`src/core/csm_defines.svh`:
```
// Constants for the command source merge block
`ifndef CSM_DEFINES_SVH
`define CSM_DEFINES_SVH
`define CSM_POL_DIGITAL 2'h0
`define CSM_POL_SERIAL 2'h1
`define CSM_POL_AND 2'h2
`define CSM_POL_OR 2'h3
`define CSM_POL_DEFAULT 2'h3
`define CSM_PROF_PROFIDRIVE 2'h0
`define CSM_PROF_NATIVE 2'h1
`define CSM_PROF_FAST_IO 2'h2
`define CSM_PROF_DEFAULT 2'h1
`define CSM_SETUP_ONE 3'h1
`define CSM_JOG_W 16
`define CSM_JOG_DEFAULT 16'h0064
`define CSM_JOG_MIN 16'h0000
`define CSM_PRESET_W 2
`endif

```
`src/core/csm_pkg.sv`:
```
// Types for the command source merge block
package csm_pkg;
    typedef enum logic [1:0] {
        CSM_DIGITAL,
        CSM_SERIAL,
        CSM_AND,
        CSM_OR
    } csm_policy_t;
    typedef logic [1:0] csm_code_t;
endpackage : csm_pkg

```
`src/core/csm_merge_if.sv`:
```
// Interface carrying one merge request and its answer
`timescale 1ns/1ps
interface csm_merge_if;
    logic [1:0] policy;
    logic [1:0] digital;
    logic [1:0] serial;
    logic [1:0] merged;
    modport user (output policy, output digital, output serial, input merged);
    modport merger (input policy, input digital, input serial, output merged);
endinterface : csm_merge_if

```
`src/core/csm_source_merge.sv`:
```
// Four-policy combiner for a 2-bit command field
`timescale 1ns/1ps
`include "csm_defines.svh"
module csm_source_merge (
    csm_merge_if.merger mp
);
    always_comb begin
        if (mp.policy == `CSM_POL_DIGITAL) begin
            mp.merged = mp.digital;
        end else if (mp.policy == `CSM_POL_SERIAL) begin
            mp.merged = mp.serial;
        end else if (mp.policy == `CSM_POL_AND) begin
            mp.merged = mp.digital & mp.serial;
        end else begin
            mp.merged = mp.digital | mp.serial;
        end
    end
endmodule : csm_source_merge

```
`src/core/csm_command_merge.sv`:
```
// Merges terminal and serial drive commands under per-function policies
// Summary of operation
// - Start follows digital, serial, AND or OR of both per policy codes 0 to 3.
// - Anti-clockwise is chosen by the same four policies, clockwise otherwise.
// - Digital-only setup selection takes the two terminal setup bits alone.
// - Serial-only setup selection decodes bus bits 00..11 as setups 1..4.
// - AND setup selection ANDs both 2-bit codes and adds one.
// - OR setup selection ORs both 2-bit codes and adds one.
// - Preset reference selection uses the same combining with its own policy.
// - Serial preset selections count only while the profile is native code 1.
// - Bus jog activation over serial works only under profile code 0; speed selection is not gated.
// - Each bus jog speed is clamped to 0..high limit with reset default 10.0 Hz.
// - The profile encodes 0 Profidrive, 1 native (default), 2 fast I/O native.
// - Under serial-only policy a function follows its serial bits alone, preset only under native profile.
`timescale 1ns/1ps
`include "csm_defines.svh"
module csm_command_merge (
    input wire logic clk,
    input wire logic rst,
    input wire logic cfgWrite,
    input wire csm_pkg::csm_code_t startPolicyIn,
    input wire csm_pkg::csm_code_t reversePolicyIn,
    input wire csm_pkg::csm_code_t setupPolicyIn,
    input wire csm_pkg::csm_code_t presetPolicyIn,
    input wire csm_pkg::csm_code_t profileIn,
    input wire logic [`CSM_JOG_W-1:0] busJog1In,
    input wire logic [`CSM_JOG_W-1:0] busJog2In,
    input wire logic [`CSM_JOG_W-1:0] freqHighLimit,
    input wire logic digStart,
    input wire logic serStart,
    input wire logic digReverse,
    input wire logic serReverse,
    input wire logic [1:0] digSetup,
    input wire logic [1:0] serSetup,
    input wire logic [`CSM_PRESET_W-1:0] digPreset,
    input wire logic [`CSM_PRESET_W-1:0] serPreset,
    input wire logic serJogSelect,
    input wire logic serJogEnable,
    output logic startCmd,
    output logic antiClockwise,
    output logic [2:0] activeSetup,
    output logic [`CSM_PRESET_W-1:0] presetSel,
    output logic jogActive,
    output logic [`CSM_JOG_W-1:0] jogSpeed,
    output csm_pkg::csm_code_t profile,
    output logic [`CSM_JOG_W-1:0] busJog1,
    output logic [`CSM_JOG_W-1:0] busJog2
);
    import csm_pkg::*;

    // Configuration state
    csm_code_t startPol_reg, startPol_next;
    csm_code_t revPol_reg, revPol_next;
    csm_code_t setupPol_reg, setupPol_next;
    csm_code_t presetPol_reg, presetPol_next;
    csm_code_t profile_reg, profile_next;
    logic [`CSM_JOG_W-1:0] jog1_reg, jog1_next;
    logic [`CSM_JOG_W-1:0] jog2_reg, jog2_next;

    function automatic logic [`CSM_JOG_W-1:0] clampJog(
        input logic [`CSM_JOG_W-1:0] v,
        input logic [`CSM_JOG_W-1:0] hi
    );
        clampJog = (v > hi) ? hi : v;
    endfunction : clampJog

    always_comb begin
        startPol_next = startPol_reg;
        revPol_next = revPol_reg;
        setupPol_next = setupPol_reg;
        presetPol_next = presetPol_reg;
        profile_next = profile_reg;
        jog1_next = clampJog(jog1_reg, freqHighLimit);
        jog2_next = clampJog(jog2_reg, freqHighLimit);
        if (cfgWrite) begin
            startPol_next = startPolicyIn;
            revPol_next = reversePolicyIn;
            setupPol_next = setupPolicyIn;
            presetPol_next = presetPolicyIn;
            // Unknown profile code 3 is refused, keeping the old value
            if (profileIn <= `CSM_PROF_FAST_IO) begin
                profile_next = profileIn;
            end
            jog1_next = clampJog(busJog1In, freqHighLimit);
            jog2_next = clampJog(busJog2In, freqHighLimit);
        end
    end

    always_ff @(posedge clk) begin
        if (rst) begin
            startPol_reg <= `CSM_POL_DEFAULT;
            revPol_reg <= `CSM_POL_DEFAULT;
            setupPol_reg <= `CSM_POL_DEFAULT;
            presetPol_reg <= `CSM_POL_DEFAULT;
            profile_reg <= `CSM_PROF_DEFAULT;
            jog1_reg <= `CSM_JOG_DEFAULT;
            jog2_reg <= `CSM_JOG_DEFAULT;
        end else begin
            startPol_reg <= startPol_next;
            revPol_reg <= revPol_next;
            setupPol_reg <= setupPol_next;
            presetPol_reg <= presetPol_next;
            profile_reg <= profile_next;
            jog1_reg <= jog1_next;
            jog2_reg <= jog2_next;
        end
    end

    // One combiner instance per function
    csm_merge_if mStart();
    csm_merge_if mRev();
    csm_merge_if mSetup();
    csm_merge_if mPreset();

    // Serial preset bits only count under the native profile
    logic [`CSM_PRESET_W-1:0] serPresetGated;
    assign serPresetGated = (profile_reg == `CSM_PROF_NATIVE) ? serPreset : '0;

    assign mStart.policy = startPol_reg;
    assign mStart.digital = {1'b0, digStart};
    assign mStart.serial = {1'b0, serStart};
    assign mRev.policy = revPol_reg;
    assign mRev.digital = {1'b0, digReverse};
    assign mRev.serial = {1'b0, serReverse};
    assign mSetup.policy = setupPol_reg;
    assign mSetup.digital = digSetup;
    assign mSetup.serial = serSetup;
    assign mPreset.policy = presetPol_reg;
    assign mPreset.digital = digPreset;
    assign mPreset.serial = serPresetGated;

    csm_source_merge uStart (.mp(mStart));
    csm_source_merge uRev (.mp(mRev));
    csm_source_merge uSetup (.mp(mSetup));
    csm_source_merge uPreset (.mp(mPreset));

    // Merged outputs
    logic start_reg, start_next;
    logic acw_reg, acw_next;
    logic [2:0] setup_reg, setup_next;
    logic [`CSM_PRESET_W-1:0] preset_reg, preset_next;
    logic jog_reg, jog_next;
    logic [`CSM_JOG_W-1:0] jogSpd_reg, jogSpd_next;

    always_comb begin
        start_next = mStart.merged[0];
        acw_next = mRev.merged[0];
        setup_next = {1'b0, mSetup.merged} + `CSM_SETUP_ONE;
        preset_next = mPreset.merged;
        // Jog over the bus is honoured only under Profidrive
        jog_next = serJogEnable && (profile_reg == `CSM_PROF_PROFIDRIVE);
        jogSpd_next = serJogSelect ? jog2_reg : jog1_reg;
    end

    always_ff @(posedge clk) begin
        if (rst) begin
            start_reg <= 1'b0;
            acw_reg <= 1'b0;
            setup_reg <= `CSM_SETUP_ONE;
            preset_reg <= '0;
            jog_reg <= 1'b0;
            jogSpd_reg <= `CSM_JOG_DEFAULT;
        end else begin
            start_reg <= start_next;
            acw_reg <= acw_next;
            setup_reg <= setup_next;
            preset_reg <= preset_next;
            jog_reg <= jog_next;
            jogSpd_reg <= jogSpd_next;
        end
    end

    assign startCmd = start_reg;
    assign antiClockwise = acw_reg;
    assign activeSetup = setup_reg;
    assign presetSel = preset_reg;
    assign jogActive = jog_reg;
    assign jogSpeed = jogSpd_reg;
    assign profile = profile_reg;
    assign busJog1 = jog1_reg;
    assign busJog2 = jog2_reg;

    // Checks
    chk_start_policy: assert property (@(posedge clk) disable iff (rst)
        ##1 !$past(rst) |-> startCmd == ($past(startPol_reg) == `CSM_POL_DIGITAL ? $past(digStart)
        : $past(startPol_reg) == `CSM_POL_SERIAL ? $past(serStart)
        : $past(startPol_reg) == `CSM_POL_AND ? ($past(digStart) & $past(serStart))
        : ($past(digStart) | $past(serStart))))
        else $error("start merge wrong");
    chk_reverse_and: assert property (@(posedge clk) disable iff (rst)
        (revPol_reg == `CSM_POL_AND && !(digReverse && serReverse)) |=> !antiClockwise)
        else $error("reverse AND wrong");
    chk_setup_digital: assert property (@(posedge clk) disable iff (rst)
        setupPol_reg == `CSM_POL_DIGITAL |=>
        activeSetup == {1'b0, $past(digSetup)} + `CSM_SETUP_ONE)
        else $error("digital setup wrong");
    chk_setup_serial: assert property (@(posedge clk) disable iff (rst)
        setupPol_reg == `CSM_POL_SERIAL |=>
        activeSetup == {1'b0, $past(serSetup)} + `CSM_SETUP_ONE)
        else $error("serial setup wrong");
    chk_setup_and: assert property (@(posedge clk) disable iff (rst)
        setupPol_reg == `CSM_POL_AND |=>
        activeSetup == {1'b0, $past(serSetup) & $past(digSetup)} + `CSM_SETUP_ONE)
        else $error("AND setup wrong");
    chk_setup_or: assert property (@(posedge clk) disable iff (rst)
        setupPol_reg == `CSM_POL_OR |=>
        activeSetup == {1'b0, $past(serSetup) | $past(digSetup)} + `CSM_SETUP_ONE)
        else $error("OR setup wrong");
    chk_preset_gate: assert property (@(posedge clk) disable iff (rst)
        (profile_reg != `CSM_PROF_NATIVE && presetPol_reg == `CSM_POL_SERIAL) |=> presetSel == '0)
        else $error("preset not gated");
    chk_jog_profile: assert property (@(posedge clk) disable iff (rst)
        jogActive |-> $past(profile_reg) == `CSM_PROF_PROFIDRIVE)
        else $error("jog outside profile");
    chk_jog_bound: assert property (@(posedge clk) disable iff (rst)
        ##1 !$past(rst) && !$past(cfgWrite) |-> busJog1 <= $past(freqHighLimit))
        else $error("jog above limit");
    chk_reset_default: assert property (@(posedge clk)
        rst |=> profile == `CSM_PROF_NATIVE && startPol_reg == `CSM_POL_DEFAULT)
        else $error("reset default wrong");
    chk_profile_keep: assert property (@(posedge clk) disable iff (rst)
        (cfgWrite && profileIn > `CSM_PROF_FAST_IO) |=> profile == $past(profile))
        else $error("bad profile code taken");
    cov_start_and: cover property (@(posedge clk) startPol_reg == `CSM_POL_AND && startCmd);
    cov_setup_four: cover property (@(posedge clk) activeSetup == 3'h4);
    cov_jog: cover property (@(posedge clk) jogActive);
    cov_preset: cover property (@(posedge clk) presetSel != '0);
endmodule : csm_command_merge

```
`config.mk`:
```
export PLATFORM = sky130hd
export DESIGN_NAME = csm_command_merge
export DESIGN_NICKNAME = d
export VERILOG_FILES = /design/src/core/csm_pkg.sv /design/src/core/csm_merge_if.sv /design/src/core/csm_source_merge.sv /design/src/core/csm_command_merge.sv
export VERILOG_INCLUDE_DIRS = /design/src /design/src/core
export SDC_FILE = /design/constraint.sdc
export NUM_CORES = 1
export LEC_CHECK = 0
export BUFFER_PORTS_ARGS = -buffer_cell sky130_fd_sc_hd__buf_2
export CAP_MARGIN = 20
export CORE_UTILIZATION = 57
export CTS_CLUSTER_DIAMETER = 150
export DETAILED_ROUTE_END_ITERATION = 12
export PLACE_DENSITY = 0.87
export REMOVE_ABC_BUFFERS = 1
export SLEW_MARGIN = 40
export SYNTH_ARGS = -nofsm -noshare
export SYNTH_HDL_FRONTEND = slang
export SYNTH_SLANG_ARGS = --single-unit
export TNS_END_PERCENT = 30
```
`constraint.sdc`:
```
create_clock -name clk -period 3.9 [get_ports clk]
set_clock_uncertainty 0.05 [all_clocks]
set_input_delay 0.585 -clock clk [delete_from_list [all_inputs] [get_ports clk]]
set_output_delay 0.585 -clock clk [all_outputs]
set_load 0.03 [all_outputs]
```
; ---- Yosys cells after proc, flatten, opt, wreduce, memory -nomap -nowiden
; Index checks and enable logic that the tools add are counted.
[classes]
n_lt_le_gt_ge = 5
bitwise = 8
reduce_logical = 9
add_sub_neg = 1
muxes = 20
eq_ne = 9
[ops]
columns = operator, count
row1 = $mux W16, 7
row2 = $gt A16 B16 Y1, 4
row3 = $mux W2, 7
row4 = $eq A2 B1 Y1 const B, 5
row5 = $logic_not A2 Y1, 5
row6 = $eq A2 B2 Y1 const B, 4
row7 = $mux W1, 6
row8 = $and A2 B2 Y2, 2
row9 = $or A2 B2 Y2, 2
row10 = $reduce_bool A2 Y1, 2
row11 = $add A2 B1 Y3 const B, 1
row12 = $and A1 B1 Y1, 2
row13 = $le A2 B2 Y1 const B, 1
row14 = $or A1 B1 Y1, 2
row15 = $reduce_and A2 Y1, 1
row16 = $logic_and A1 B1 Y1, 1
[word_totals]
elab_cells = 65
register_bits = 66

; ---- Longest topological paths before layout
[logic_depth]
ltp_word = 6
ltp_mapped = 10

; ---- Cells and area by module
; Synthesis repeated with hierarchy kept, for this count alone.
[hier_totals]
hier_cells = 508
hier_area_um2 = 4727.0
[modules_own_cells]
columns = module, cells_each, seq_area_each_um2, area_per_inst_um2, instances
row1 = csm_command_merge, 484, 1321.3, 4536.9, 1
row2 = csm_source_merge, 6, 0.0, 47.5, 4

; ---- Worst setup path before layout
; No wires, ideal clock.
[synth_path]
kind = input port to flip-flop
start = input freqHighLimit[15]
end = register jog1_reg[10] (netlist: busJog1[10])
setup_time_ps = 79
path_buffers = 1
setup_slack_ps = 1331
stages = 9
t_arrival_ps = 2439
cell_sequence = inv_1 > ha_1 > nand4_2 > nor3_2 > a2111o_1 > o31a_4 > buf_6 > o22a_1 > a211oi_2
[synth_between]
elab_chain_cells = 3
elab_cells_between_ends = 5
[synth_lines]
columns = element, line_no
row1 = from (decl), csm_command_merge.sv:28  ; input wire logic [`CSM_JOG_W-1:0] freqHighLimit,
row2 = $gt A16 B16 Y1, csm_command_merge.sv:64  ; clampJog = (v > hi) ? hi : v;
row3 = $mux W16, csm_command_merge.sv:64
row4 = $mux W16, csm_command_merge.sv:75  ; if (cfgWrite) begin
row5 = to (signal assigned), csm_command_merge.sv:96  ; jog1_reg <= `CSM_JOG_DEFAULT;
row6 = to (signal assigned), csm_command_merge.sv:104  ; jog1_reg <= jog1_next;
row7 = to (decl), csm_command_merge.sv:57  ; logic [`CSM_JOG_W-1:0] jog1_reg, jog1_next;
; Several ways; a longest one is shown, not always the timed one.
; A chain may end at the register's enable or synchronous reset.

; ---- Worst setup path in the final report
[layout_path]
start = input freqHighLimit[9]
end = register jog2_reg[10] (netlist: busJog2[10])
[layout_between]
elab_chain_cells = 3
elab_cells_between_ends = 5
[layout_lines]
columns = element, line_no
row1 = $gt A16 B16 Y1, csm_command_merge.sv:64
row2 = $mux W16, csm_command_merge.sv:64
row3 = $mux W16, csm_command_merge.sv:75
row4 = to (signal assigned), csm_command_merge.sv:97  ; jog2_reg <= `CSM_JOG_DEFAULT;
row5 = to (signal assigned), csm_command_merge.sv:105  ; jog2_reg <= jog2_next;
row6 = to (decl), csm_command_merge.sv:58  ; logic [`CSM_JOG_W-1:0] jog2_reg, jog2_next;
; Several ways; a longest one is shown, not always the timed one.

==> flow_summary.toml <==
[die]
fp.dieW_um = 91.6
core_area_mm2 = 0.00773
io_pins = 133
rows = 32
die_h_um = 91.6
die_area_mm2 = 0.00839
start_util = 0.592

[cells_and_area]
area_growth_pct = 20.0
antenna_cells = 0
drive_gt1_frac = 0.274
finalNetCount = 804

[detailed_routing]
viasPerCell = 6.12
totalWireLength_um = 14200
drtPass1Iterations = 5
post_drt_wl_per_cell_um = 18.5
drtIter0Drc = 276
route.detailed.drc = 0
dr_total_vias = 4715
ant_nets = 0

[sta]
whs_ns = 0.397
worst_pin_slew_ns = 0.855
hold_viol = 0
finalCritPeriodShare = 0.824
rsz0062_at_grt = "false"
setup_tns_ns = 0
clock.fmax_mhz = 311
fin_crit_ns = 3.21
setup_viol = 0
relSlewSlack = 0.430
final-max-slew-violation-count = 0

[setup_path]
worstSetupPathType = "in2reg"
worst-endpoint-required_ns = 4.08
worstSetupStartpointType = "input port"
worst-path-max-fanout = 9
end_kind = "flip-flop"
cp.arrival_ns = 3.39

[clock_tree]
cts_made_buffers = 9
cts.repair.resized = 0
clkLatencyLatePin_ns = 0.36
clk_pin_slew_ns = 0.08
postCtsHoldBufs = 0
tritoncts = "built"
root_buffer = "clkbuf_8"
postCtsSetupBuffers = 0
clock_path_buffers = 2
clock-sinks = 66
htree_num_levels = 3

[logic_synthesis]
avgSynthCellArea_um2 = 8.47
yosys_warnings = 0
synth_top_cell_area_share = 0.289
synth_edf_count = 0
synth_area_leaders = "dfxtp_1 29%, ha_1 18%, nand2_1 8.1%, a21oi_1 6.2%, mux2i_1 5.0%"
synth.distinct_cells = 40
ys_ff_latch = 66
synthCells = 540
yosys.area.top_type = "dfxtp_1"
syn-cell-area_mm2 = 0.00457
synth_flop_cell = "dfxtp_1"
yosys-top-cells-count = "99 x nand2_1, 66 x dfxtp_1, 65 x ha_1, 57 x a21oi_1"
synth_seq_area_share = 0.289
async_reset_ff_frac = 0
synth.most_common_cell = "nand2_1"

[pwr]
swShare = 0.378
leakage_nw = 2.71
pwr-share-seq = 0.366
p_sw_w = 0.000832
p_int_w = 0.00137
comb_power_share = 0.328
p_clk_frac = 0.306
total_power_w = 0.00220
powerDensity_mw_per_mm2 = 401
ir_drop_v = 0.000262

[global_route]
antenna_found_initial = 0
grt_pass1_wl_um = 22700
grt_use_total = 0.347
grt_overflow = 0
grt_pass1_vias = 4548
grt_max_degree = 36

[placed_design]
io_buffers = 132
dp_hpwl_um = 10400
gp_congestion = 0.990

[min_path]
min_path_type = "in2reg"

[job]
cap_violations = 0

[status]
status = "completed"
-- worst max-delay path: stages --
cell and delay (ns):
buf_2 0.13, inv_1 0.11, ha_1 0.32, nand4_1 0.16, nor4_1 0.51, o21ai_0 0.32, o211ai_1 0.22, and2_0 0.63
buf_4 0.31, a211oi_2 0.08
-- logic make-up (layout without fill, tap and decap cells) --
group | after synthesis | after routing | synth area share
compound gates | 173 | 173 | 0.267
fa+ha+maj | 65 | 65 | 0.178
buf+inv | 56 | 185 | 0.0599
flops | 66 | 66 | 0.289
mux | 23 | 23 | 0.0503
simple gates | 157 | 157 | 0.156
-- area by class of cell --
type | count | area, um^2
Clock buffer | 9 | 124
Timing Repair Buffer | 142 | 736
Multi-Input combinational cell | 418 | 2980
Clock inverter | 7 | 101
Fill cell | 634 | 2240
Inverter | 27 | 101
Tap cell | 102 | 128
Sequential cell | 66 | 1320
-- cell usage in the layout, fill, tap and decap left out, types with 4 or more instances in the layout --
cell / n
a211oi_1: 18
a211oi_2: 14
a21o_1: 4
a21oi_1: 57
a31oi_1: 12
buf_2: 132
buf_4: 10
clkbuf_8: 9
dfxtp_1: 66
ha_1: 65
inv_1: 26
mux2i_1: 23
nand2_1: 99
nand4_1: 6
nor2_1: 23
nor2b_1: 5
nor3_1: 6
nor4_2: 4
o211ai_1: 5
o21ai_0: 24
o22a_1: 26
-- layer usage --
layer	share of wire	vias to the layer above	routed length (um)	global-route usage
li1	-	2227	-	-
met1	0.41	2177	5820	0.420
met2	0.47	266	6700	0.575
met3	0.085	45	1210	0.0637
met4	0.036	0	512	0.197
met5	0	-	0	0
-- power groups by stage --
stage	Combinational [W]	Sequential (W)	Clock, W
floorplan	0.000333	0.000933	0
global placement	0.000688	0.000817	0
detailed placement	0.000707	0.000819	0
CTS	0.000714	0.000804	0.000671
global route	0.000786	0.000812	0.000703
finish	0.000722	0.000806	0.000673
-- path summary, 6_finish.rpt --
kind / cells past startpoint / endpoint / slack [ns] / start
max: 10 / busJog2[10]$_SDFFE_PP0P_ / 0.69 / freqHighLimit[9]
min reg2reg: 2 / antiClockwise$_SDFF_PP0_ / 0.43 / mRev.policy[0]$_SDFFE_PP1P_
max reg2reg: 8 / busJog2[10]$_SDFFE_PP0P_ / 0.78 / busJog2[15]$_SDFFE_PP0P_
min: 3 / mPreset.policy[0]$_SDFFE_PP1P_ / 0.40 / presetPolicyIn[0]
-- per-stage QoR --
stage                     std cells  utilization  worst slack (ns)  area (um^2)
after floorplan                 511            -             0.957         4400
after global placement          755        0.681             0.498         5270
after detailed placement        755        0.681             0.492         5270
after CTS                       771        0.710             0.841         5490
after global routing            771        0.710             0.637         5490
final                           771        0.710             0.685         5490
No activity file was read; power rests on OpenSTA's default activity.
